## config.mk

```make
export PLATFORM = sky130hd
export DESIGN_NAME = mps_sequencer
export DESIGN_NICKNAME = d
export VERILOG_FILES = /design/src/mps_pkg.sv /design/src/mps_press_if.sv /design/src/mps_sequencer.sv /design/src/mps_press_classifier.sv
export VERILOG_INCLUDE_DIRS = /design/src
export SDC_FILE = /design/constraint.sdc
export NUM_CORES = 1
export LEC_CHECK = 0
export ABC_AREA = 1
export BUFFER_PORTS_ARGS = -buffer_cell sky130_fd_sc_hd__buf_2
export CORE_MARGIN = 1.5
export CORE_UTILIZATION = 50
export DETAILED_ROUTE_END_ITERATION = 6
export GPL_TIMING_DRIVEN = 1
export PLACE_DENSITY = 0.71
export SYNTH_ARGS = -nofsm -noshare
export SYNTH_HDL_FRONTEND = slang
export SYNTH_SLANG_ARGS = --single-unit
```

## constraint.sdc

```tcl
create_clock -name clk_in -period 5.21 [get_ports clk_in]
set_clock_uncertainty 0.05 [all_clocks]
set_input_delay 0 -clock clk_in [delete_from_list [all_inputs] [get_ports clk_in]]
set_output_delay 0 -clock clk_in [all_outputs]
set_load 0.02 [all_outputs]
```

## src/mps_cfg.svh

```systemverilog
`ifndef MPS_CFG_SVH
`define MPS_CFG_SVH

// ----------------------------------------------------------------
// Timing
// ----------------------------------------------------------------
`define MPS_CLK_MHZ        100
`define MPS_TICK_US        1000
`define MPS_DEBOUNCE_MS    16'h0014
`define MPS_LONG_MS_RST    16'h0BB8

// ----------------------------------------------------------------
// Register map and fields
// ----------------------------------------------------------------
`define MPS_ADDR_W         12
`define MPS_ADDR_CTRL      12'h000
`define MPS_ADDR_STATUS    12'h004
`define MPS_ADDR_THRESH    12'h008
`define MPS_ADDR_BOOT      12'h00C
`define MPS_CTRL_GO_RUN    0
`define MPS_CTRL_GO_AON    1
`define MPS_CTRL_GO_SUSP   2
`define MPS_CTRL_KEEP_STBY 8
`define MPS_STAT_SHORT     4
`define MPS_STAT_LONG      5

// ----------------------------------------------------------------
// Synchroniser lanes and strap patterns
// ----------------------------------------------------------------
`define MPS_SYN_BUTTON     0
`define MPS_SYN_PGOOD      1
`define MPS_SYN_RESET      2
`define MPS_SYN_ALT        3
`define MPS_SYNC_RST       8'h0D
`define MPS_STRAP_FUSE     4'h0
`define MPS_STRAP_SERIAL   4'h1
`define MPS_STRAP_EMMC     4'h2
`define MPS_STRAP_SDCARD   4'h3
`define MPS_STRAP_FLASH    4'h6

`endif

```

## src/mps_pkg.sv

```systemverilog
package mps_pkg;

  // Power states, one-hot
  typedef enum logic [3:0] {
    MPS_OFF  = 4'h1,
    MPS_AON  = 4'h2,
    MPS_RUN  = 4'h4,
    MPS_SUSP = 4'h8
  } mps_state_e;

  // Boot source codes
  typedef enum logic [2:0] {
    MPS_BOOT_FUSE   = 3'h0,
    MPS_BOOT_SERIAL = 3'h1,
    MPS_BOOT_EMMC   = 3'h2,
    MPS_BOOT_SDCARD = 3'h3,
    MPS_BOOT_FLASH  = 3'h4,
    MPS_BOOT_BAD    = 3'h7
  } mps_boot_e;

endpackage

```

## src/mps_press_if.sv

```systemverilog
`timescale 1ns/1ps

// Button press classification link
interface mps_press_if;
  logic        pressed;
  logic        tick;
  logic [15:0] threshold;
  logic        short_evt;
  logic        long_evt;

  modport classifier (
    input  pressed,
    input  tick,
    input  threshold,
    output short_evt,
    output long_evt
  );

  modport owner (
    output pressed,
    output tick,
    output threshold,
    input  short_evt,
    input  long_evt
  );
endinterface

```

## src/mps_sequencer.sv

```systemverilog
`timescale 1ns/1ps
`include "mps_cfg.svh"

// Overview of operation
// - Button gives short and long presses; a short press moves always-on or suspend to runtime.
// - Long press in runtime drops to always-on by hardware alone.
// - Main rail request high in runtime and suspend, low otherwise.
// - Standby rail request high in runtime; in suspend only with the keep bit set.
// - Software bit keeps standby rail request high during suspend.
// - Boot waits for power good; pulled up, floating means boot at once.
// - Held reset button also delays the boot start.
// - Boot starts at once when supply and power good are present.
// - Press from always-on or suspend restores full operation and runtime rails; a press in off is ignored.
// - Always-on keeps only button detection and clock logic alive.
// - Suspend keeps supplies on, powers cores down, runtime rails may drop.
// - Four-bit strap selects fuse, serial, card, removable card or flash.
// - Low alternate-boot input forces serial download over the usb port.
module mps_sequencer #(
  parameter int TICK_CYCLES = `MPS_TICK_US * `MPS_CLK_MHZ
) (
  input  wire logic        clk_in,
  input  wire logic        rst_n_in,
  input  wire logic        hsel_in,
  input  wire logic [31:0] haddr_in,
  input  wire logic [1:0]  htrans_in,
  input  wire logic        hwrite_in,
  input  wire logic [2:0]  hsize_in,
  input  wire logic [31:0] hwdata_in,
  input  wire logic        hready_in,
  output logic      [31:0] hrdata_out,
  output logic             hreadyout_out,
  output logic             hresp_out,
  input  wire logic        power_button_n_in,
  input  wire logic        power_good_in,
  input  wire logic        reset_button_n_in,
  input  wire logic        alternate_boot_n_in,
  input  wire logic [3:0]  boot_select_strap_in,
  output logic             main_rail_request_out,
  output logic             standby_rail_request_out,
  output logic             core_power_out,
  output logic [3:0]       power_state_out,
  output logic [2:0]       boot_source_out,
  output logic             serial_download_out
);

  // ----------------------------------------------------------------
  // Input synchronisers
  // ----------------------------------------------------------------
  logic [7:0] sync1_q;
  logic [7:0] sync2_q;
  logic       btn_pressed;
  logic       pg_ok;
  logic       rst_held;
  logic       alt_low;
  logic [3:0] strap_s;

  // Two flops per pin
  always_ff @(posedge clk_in) begin
    if (!rst_n_in) begin
      sync1_q <= `MPS_SYNC_RST;
      sync2_q <= `MPS_SYNC_RST;
    end else begin
      sync1_q <= {boot_select_strap_in, alternate_boot_n_in, reset_button_n_in,
                  power_good_in, power_button_n_in};
      sync2_q <= sync1_q;
    end
  end

  // Synchronised levels
  assign btn_pressed = !sync2_q[`MPS_SYN_BUTTON];
  assign pg_ok       = sync2_q[`MPS_SYN_PGOOD];
  assign rst_held    = !sync2_q[`MPS_SYN_RESET];
  assign alt_low     = !sync2_q[`MPS_SYN_ALT];
  assign strap_s     = sync2_q[7:4];

  // ----------------------------------------------------------------
  // Millisecond tick
  // ----------------------------------------------------------------
  logic [16:0] tick_cnt_q, tick_cnt_d;
  logic        tick_q,     tick_d;

  // Divider from the system clock
  always_comb begin
    tick_d     = 1'b0;
    tick_cnt_d = tick_cnt_q + 17'h0_0001;
    if (tick_cnt_q >= 17'(TICK_CYCLES - 1)) begin
      tick_cnt_d = 17'h0_0000;
      tick_d     = 1'b1;
    end
  end

  always_ff @(posedge clk_in) begin
    if (!rst_n_in) begin
      tick_cnt_q <= 17'h0_0000;
      tick_q     <= 1'b0;
    end else begin
      tick_cnt_q <= tick_cnt_d;
      tick_q     <= tick_d;
    end
  end

  // ----------------------------------------------------------------
  // Button press classifier
  // ----------------------------------------------------------------
  logic [15:0] thresh_q, thresh_d;
  logic        short_evt;
  logic        long_evt;

  mps_press_if press_link ();

  // Button detection stays alive in every state
  assign press_link.pressed   = btn_pressed;
  assign press_link.tick      = tick_q;
  assign press_link.threshold = thresh_q;
  assign short_evt            = press_link.short_evt;
  assign long_evt             = press_link.long_evt;

  mps_press_classifier u_press (
    .clk_in   (clk_in),
    .rst_n_in (rst_n_in),
    .press    (press_link.classifier)
  );

  // ----------------------------------------------------------------
  // AHB-Lite slave
  // ----------------------------------------------------------------
  logic                   wr_pend_q, wr_pend_d;
  logic [`MPS_ADDR_W-1:0] wr_addr_q, wr_addr_d;
  logic [31:0]            rdata_q,   rdata_d;
  logic                   addr_phase;
  logic                   ctrl_keep_q, ctrl_keep_d;
  logic                   short_flag_q, short_flag_d;
  logic                   long_flag_q,  long_flag_d;
  mps_pkg::mps_state_e    state_q,   state_d;
  mps_pkg::mps_boot_e     boot_q,    boot_d;

  assign addr_phase = hsel_in && htrans_in[1] && hready_in;

  // Address phase capture and read data
  always_comb begin
    wr_pend_d = addr_phase && hwrite_in;
    wr_addr_d = wr_addr_q;
    rdata_d   = rdata_q;
    if (addr_phase) begin
      wr_addr_d = haddr_in[`MPS_ADDR_W-1:0];
      rdata_d   = 32'h0000_0000;
      if (!hwrite_in) begin
        case (haddr_in[`MPS_ADDR_W-1:0])
          `MPS_ADDR_CTRL: begin
            rdata_d = {23'h00_0000, ctrl_keep_q, 8'h00};
          end
          `MPS_ADDR_STATUS: begin
            rdata_d = {24'h00_0000, rst_held, pg_ok, long_flag_q, short_flag_q,
                       4'(state_q)};
          end
          `MPS_ADDR_THRESH: begin
            rdata_d = {16'h0000, thresh_q};
          end
          `MPS_ADDR_BOOT: begin
            rdata_d = {24'h00_0000, strap_s, alt_low, 3'(boot_q)};
          end
          default: begin
            rdata_d = 32'h0000_0000;
          end
        endcase
      end
    end
  end

  // Bus registers, zero wait states, always OKAY
  always_ff @(posedge clk_in) begin
    if (!rst_n_in) begin
      wr_pend_q     <= 1'b0;
      wr_addr_q     <= 12'h000;
      rdata_q       <= 32'h0000_0000;
      hreadyout_out <= 1'b0;
      hresp_out     <= 1'b0;
    end else begin
      wr_pend_q     <= wr_pend_d;
      wr_addr_q     <= wr_addr_d;
      rdata_q       <= rdata_d;
      hreadyout_out <= 1'b1;
      hresp_out     <= 1'b0;
    end
  end

  assign hrdata_out = rdata_q;

  // ----------------------------------------------------------------
  // Control registers and power state machine
  // ----------------------------------------------------------------
  logic [2:0]          cmd_q, cmd_d;
  logic                wr_ctrl;
  logic                wr_stat;
  mps_pkg::mps_boot_e  boot_pick;

  assign wr_ctrl = wr_pend_q && wr_addr_q == `MPS_ADDR_CTRL;
  assign wr_stat = wr_pend_q && wr_addr_q == `MPS_ADDR_STATUS;

  // Strap decode with alternate-boot override
  always_comb begin
    case (strap_s)
      `MPS_STRAP_FUSE:   boot_pick = mps_pkg::MPS_BOOT_FUSE;
      `MPS_STRAP_SERIAL: boot_pick = mps_pkg::MPS_BOOT_SERIAL;
      `MPS_STRAP_EMMC:   boot_pick = mps_pkg::MPS_BOOT_EMMC;
      `MPS_STRAP_SDCARD: boot_pick = mps_pkg::MPS_BOOT_SDCARD;
      `MPS_STRAP_FLASH:  boot_pick = mps_pkg::MPS_BOOT_FLASH;
      default:           boot_pick = mps_pkg::MPS_BOOT_BAD;
    endcase
    if (alt_low) begin
      boot_pick = mps_pkg::MPS_BOOT_SERIAL;
    end
  end

  // Register writes, sticky flags and state transitions
  always_comb begin
    ctrl_keep_d  = ctrl_keep_q;
    thresh_d     = thresh_q;
    cmd_d        = 3'h0;
    short_flag_d = short_flag_q;
    long_flag_d  = long_flag_q;
    boot_d       = boot_q;
    state_d      = state_q;
    if (wr_ctrl) begin
      ctrl_keep_d = hwdata_in[`MPS_CTRL_KEEP_STBY];
      cmd_d       = hwdata_in[2:0];
    end
    if (wr_pend_q && wr_addr_q == `MPS_ADDR_THRESH) begin
      thresh_d = hwdata_in[15:0];
    end
    // Write one to clear; a new event wins
    if (wr_stat && hwdata_in[`MPS_STAT_SHORT]) begin
      short_flag_d = 1'b0;
    end
    if (wr_stat && hwdata_in[`MPS_STAT_LONG]) begin
      long_flag_d = 1'b0;
    end
    if (short_evt) begin
      short_flag_d = 1'b1;
    end
    if (long_evt) begin
      long_flag_d = 1'b1;
    end
    case (state_q)
      mps_pkg::MPS_OFF: begin
        if (pg_ok && !rst_held) begin
          state_d = mps_pkg::MPS_RUN;
          boot_d  = boot_pick;
        end
      end
      mps_pkg::MPS_AON: begin
        if (short_evt || long_evt) begin
          state_d = mps_pkg::MPS_RUN;
        end
      end
      mps_pkg::MPS_RUN: begin
        if (long_evt) begin
          state_d = mps_pkg::MPS_AON;
        end else if (cmd_q[`MPS_CTRL_GO_AON]) begin
          state_d = mps_pkg::MPS_AON;
        end else if (cmd_q[`MPS_CTRL_GO_SUSP]) begin
          state_d = mps_pkg::MPS_SUSP;
        end
      end
      mps_pkg::MPS_SUSP: begin
        if (short_evt || long_evt || cmd_q[`MPS_CTRL_GO_RUN]) begin
          state_d = mps_pkg::MPS_RUN;
        end
      end
      default: begin
        state_d = mps_pkg::MPS_OFF;
      end
    endcase
  end

  // Control state and rail outputs registered from the next state
  always_ff @(posedge clk_in) begin
    if (!rst_n_in) begin
      ctrl_keep_q              <= 1'b0;
      thresh_q                 <= `MPS_LONG_MS_RST;
      cmd_q                    <= 3'h0;
      short_flag_q             <= 1'b0;
      long_flag_q              <= 1'b0;
      boot_q                   <= mps_pkg::MPS_BOOT_FUSE;
      state_q                  <= mps_pkg::MPS_OFF;
      main_rail_request_out    <= 1'b0;
      standby_rail_request_out <= 1'b0;
      core_power_out           <= 1'b0;
      power_state_out          <= 4'h1;
      boot_source_out          <= 3'h0;
      serial_download_out      <= 1'b0;
    end else begin
      ctrl_keep_q              <= ctrl_keep_d;
      thresh_q                 <= thresh_d;
      cmd_q                    <= cmd_d;
      short_flag_q             <= short_flag_d;
      long_flag_q              <= long_flag_d;
      boot_q                   <= boot_d;
      state_q                  <= state_d;
      main_rail_request_out    <= state_d == mps_pkg::MPS_RUN ||
                                  state_d == mps_pkg::MPS_SUSP;
      standby_rail_request_out <= state_d == mps_pkg::MPS_RUN ||
                                  (state_d == mps_pkg::MPS_SUSP && ctrl_keep_d);
      core_power_out           <= state_d == mps_pkg::MPS_RUN;
      power_state_out          <= 4'(state_d);
      boot_source_out          <= 3'(boot_d);
      serial_download_out      <= boot_d == mps_pkg::MPS_BOOT_SERIAL;
    end
  end
endmodule

```

## src/mps_press_classifier.sv

```systemverilog
`timescale 1ns/1ps
`include "mps_cfg.svh"

module mps_press_classifier (
  input  wire logic      clk_in,
  input  wire logic      rst_n_in,
  mps_press_if.classifier press
);

  logic        stable_q,    stable_d;
  logic [15:0] deb_cnt_q,   deb_cnt_d;
  logic [15:0] hold_cnt_q,  hold_cnt_d;
  logic        long_done_q, long_done_d;
  logic        short_q,     short_d;
  logic        long_q,      long_d;

  // Debounce, hold timing and event generation
  always_comb begin
    stable_d    = stable_q;
    deb_cnt_d   = deb_cnt_q;
    hold_cnt_d  = hold_cnt_q;
    long_done_d = long_done_q;
    short_d     = 1'b0;
    long_d      = 1'b0;
    if (press.pressed != stable_q) begin
      if (press.tick) begin
        deb_cnt_d = deb_cnt_q + 16'h0001;
        if (deb_cnt_d >= `MPS_DEBOUNCE_MS) begin
          stable_d  = press.pressed;
          deb_cnt_d = 16'h0000;
        end
      end
    end else begin
      deb_cnt_d = 16'h0000;
    end
    if (stable_q) begin
      if (press.tick && hold_cnt_q != 16'hFFFF) begin
        hold_cnt_d = hold_cnt_q + 16'h0001;
      end
      if (!long_done_q && hold_cnt_q >= press.threshold) begin
        long_d      = 1'b1;
        long_done_d = 1'b1;
      end
      if (!stable_d) begin
        short_d     = !long_done_q && !long_d;
        hold_cnt_d  = 16'h0000;
        long_done_d = 1'b0;
      end
    end
  end

  // State registers
  always_ff @(posedge clk_in) begin
    if (!rst_n_in) begin
      stable_q    <= 1'b0;
      deb_cnt_q   <= 16'h0000;
      hold_cnt_q  <= 16'h0000;
      long_done_q <= 1'b0;
      short_q     <= 1'b0;
      long_q      <= 1'b0;
    end else begin
      stable_q    <= stable_d;
      deb_cnt_q   <= deb_cnt_d;
      hold_cnt_q  <= hold_cnt_d;
      long_done_q <= long_done_d;
      short_q     <= short_d;
      long_q      <= long_d;
    end
  end

  assign press.short_evt = short_q;
  assign press.long_evt  = long_q;
endmodule

```

==> summary.txt <==
Status
  – Status: finished, final reports clean

Clock tree
  – Clk Latency, worst-skew pair: 0.42 ns
  – CTS clock-pin slew for the worst setup and hold paths: 0.06 ns
  – CTS sink cnt: 133
  – Resize count post-CTS: 0
  – CTS root buf: clkbuf_16
  – # hold bufs at CTS: 37
  – Bufs on Longest Clock Path: 2
  – Num CTS Buffers: 17
  – Total number of H-tree levels: 4
  – CTS tree: built
  – Setup bufs post-CTS: 0

Placed design
  – IO Port Bufs: slightly below 70
  – Final HPWL DP: 10.0 mm
  – GP Congestion: 0.842
  – Place WS: 2.87 ns

Route
  – TritonRoute pass-1 iters: 5
  – Vias per Instance: 4.98
  – Routed Antenna Nets: 0
  – DR WL/cell: 12.8 µm
  – DRC violation count after routing: 0
  – Starting DRT DRC Count: 535
  – Detailed Route WL: 14.7 mm
  – Via count: around 5.7k

Synthesis
  – Top cells by area, synth: dfxtp_1 42%, nand2_1 8.9%, inv_1 8.2%
  – FF+latch count, synth: 133
  – Register area share after synthesis: 0.419
  – Post-synth top area share: 0.419
  – Average size of a mapped cell: approximately 7.4 µm²
  – Post-synth cell types: 46
  – Synth warnings: 0
  – Number of flops mapped to enable cells by yosys: 0
  – Cell area after synthesis: 6350 µm²
  – Ys async rst share: 0
  – Largest area contributor in the netlist: dfxtp_1
  – Cells after Synth: 864
  – Synth Flop Type: dfxtp_1

Floorplanning
  – Ports: 127
  – Initial core utilization: 0.520
  – Core area: between 10000 and 15000 µm²
  – Cell Rows: 40
  – DIE AREA: roughly 13000 µm²
  – Die width: ~120 µm
  – Die height: about 120 µm

Global route
  – Initial antenna violation count: 0
  – First-pass GRT wire length: 24.8 mm
  – GR Util All Layers: 0.236
  – Largest net degree at the start of global routing: 50
  – Gr ovfl total: 0
  – Vias in the first global route: 5295

Timing
  – RSZ-0062 raised after global routing: no
  – Setup TNS: 0 ns
  – Fin crit period: 2.38 ns
  – Final Hold Viols: 0
  – Final period util: 0.457
  – Measured slew at the worst slew-check pin: 0.855 ns
  – Max_slew headroom: 0.426
  – Worst setup margin: around 2.8 ns
  – Fmax: ~0.42 GHz
  – Setup violators final: 0
  – Slew Limit Fails: 0

Final layout
  – Final net count: 1069
  – Filler cell count: 1073
  – Most frequent cells in the layout: 151 x nand2_1, 138 x inv_1, 133 x dfxtp_1
  – Syn-to-layout area delta: 21.6%
  – Multi-input gate area: 2990 µm²
  – Most common cell after layout, fill and taps aside: nand2_1
  – Share of layout cells above drive strength 1: 0.140
  – Register area: between 2000 and 3000 µm²

Critical path
  – Crit path kind: reg2reg
  – CP max FO: 16
  – R2r endpoint: u_press.hold_cnt_q[1]
  – R2R setup slack: 2.83 ns
  – Reg2Reg Depth: 13
  – CP endpoint kind: register
  – Startpoint Class: register
  – FF-to-FF Start: u_press.deb_cnt_q[0]
  – Crit path required time: 5.51 ns
  – Arrival @ worst endpoint: between 2 and 3 ns

Hold path
  – Hold Crit Depth: 2
  – Hold Crit Start: rst_n_in
  – Hold WC Path Type: in2reg
  – Endpoint, Worst Hold: hreadyout_out

Power and ir drop
  – Leak pwr: 0.00327 µW
  – PwrDens: about 300 nW/µm²
  – Total power: 2370 µW
  – Worst VDD drop: 0.242 mV

Job
  – Max Cap Viol: 0
[flip-flops by register name, summed over array words and instances, names as in the netlist, 3 cells and up]
name / count
press_link.threshold: 16
cmd_q: 3
hrdata_out: 16
boot_q: 3
tick_cnt_q: 17
sync1_q: 8
wr_addr_q: 12
u_press.hold_cnt_q: 16
sync2_q: 8
state_q: 4
u_press.deb_cnt_q: 16
[kinds of logic (layout without fill, tap and decap cells)]
logic type	after synthesis	in the layout	synth area share
other	1	18	0.000590
buffers and inverters	180	281	0.121
AO/OA/AOI/OAI	142	142	0.133
adder cells (fa/ha/maj)	19	19	0.0374
flip-flops	133	133	0.419
XOR/XNOR	11	11	0.0152
AND/OR/NAND/NOR	378	378	0.274
[metal layers]
layer  share of wire  track usage
met2            0.47        0.385
met3           0.040       0.0523
met5               0            0
met1            0.47        0.306
met4           0.019       0.0927
[area by class of cell]
class | count | share of cell area
Multi-Input combinational cell | 567 | 0.387
Sequential cell | 133 | 0.345
Timing Repair Buffer | 110 | 0.0966
Inverter | 139 | 0.0676
Clock buffer | 23 | 0.0606
Tap cell | 168 | 0.0272
Clock inverter | 9 | 0.0164
Antenna cell | 1 | 0.000324
[worst max-delay path, cell delays in order, from the launching register on]
cell and delay [ns]:
dfxtp_1 0.38, ha_1 0.22, nand2_2 0.10, nor2_4 0.18, nand3_1 0.11, nand2_1 0.07, nand2_1 0.07, nor3_2 0.23
nand3_2 0.19, nand4_4 0.21, nand2_4 0.19, inv_1 0.12, nand2_1 0.05, a21oi_1 0.12
[how the worst max path moves through the flow]
stage,start,slack (ns),end,depth (start not counted)
floorplan,u_press.deb_cnt_q[0],3.27,u_press.hold_cnt_q[11],13
detailed placement,u_press.deb_cnt_q[0],2.87,u_press.hold_cnt_q[1],13
finish,u_press.deb_cnt_q[0],2.83,u_press.hold_cnt_q[1],13
global route,u_press.hold_cnt_q[1],2.55,u_press.hold_cnt_q[1],11
CTS,u_press.hold_cnt_q[1],2.83,u_press.hold_cnt_q[10],11
global placement,u_press.deb_cnt_q[0],2.86,u_press.hold_cnt_q[0],13
[per-stage QoR]
step / util / std cells / area, µm² / hold WS (ns)
finish: 0.632 / 1150 / 7720 / 0.0149
global route: 0.632 / 1149 / 7720 / 0.0356
CTS: 0.632 / 1149 / 7720 / 0.00941
detailed placement: 0.553 / 1080 / 6760 / 0.140
global placement: 0.553 / 1080 / 6760 / 0.138
floorplan: - / 880 / 6410 / -0.0223
[power breakdown]
part	switching, µW	total (µW)	internal (µW)
Combinational	70.8	120	48.8
Sequential	9.66	1040	1030
Clock	433	1210	774
[Yosys cell counts (5+ instances only)]
cell type,n
a211oi_1,7
nand3_1,54
a21oi_2,7
ha_1,19
dfxtp_1,133
a21oi_1,64
buf_2,5
o21ai_0,34
nand4_1,11
xor2_1,9
o221ai_1,8
nor4_1,7
nor3_1,23
o311ai_1,5
nor2_1,98
nand2_1,151
inv_1,138
clkbuf_1,17
buf_4,17
or2_2,7
o211ai_1,8
No activity file was read; power rests on OpenSTA's default activity.
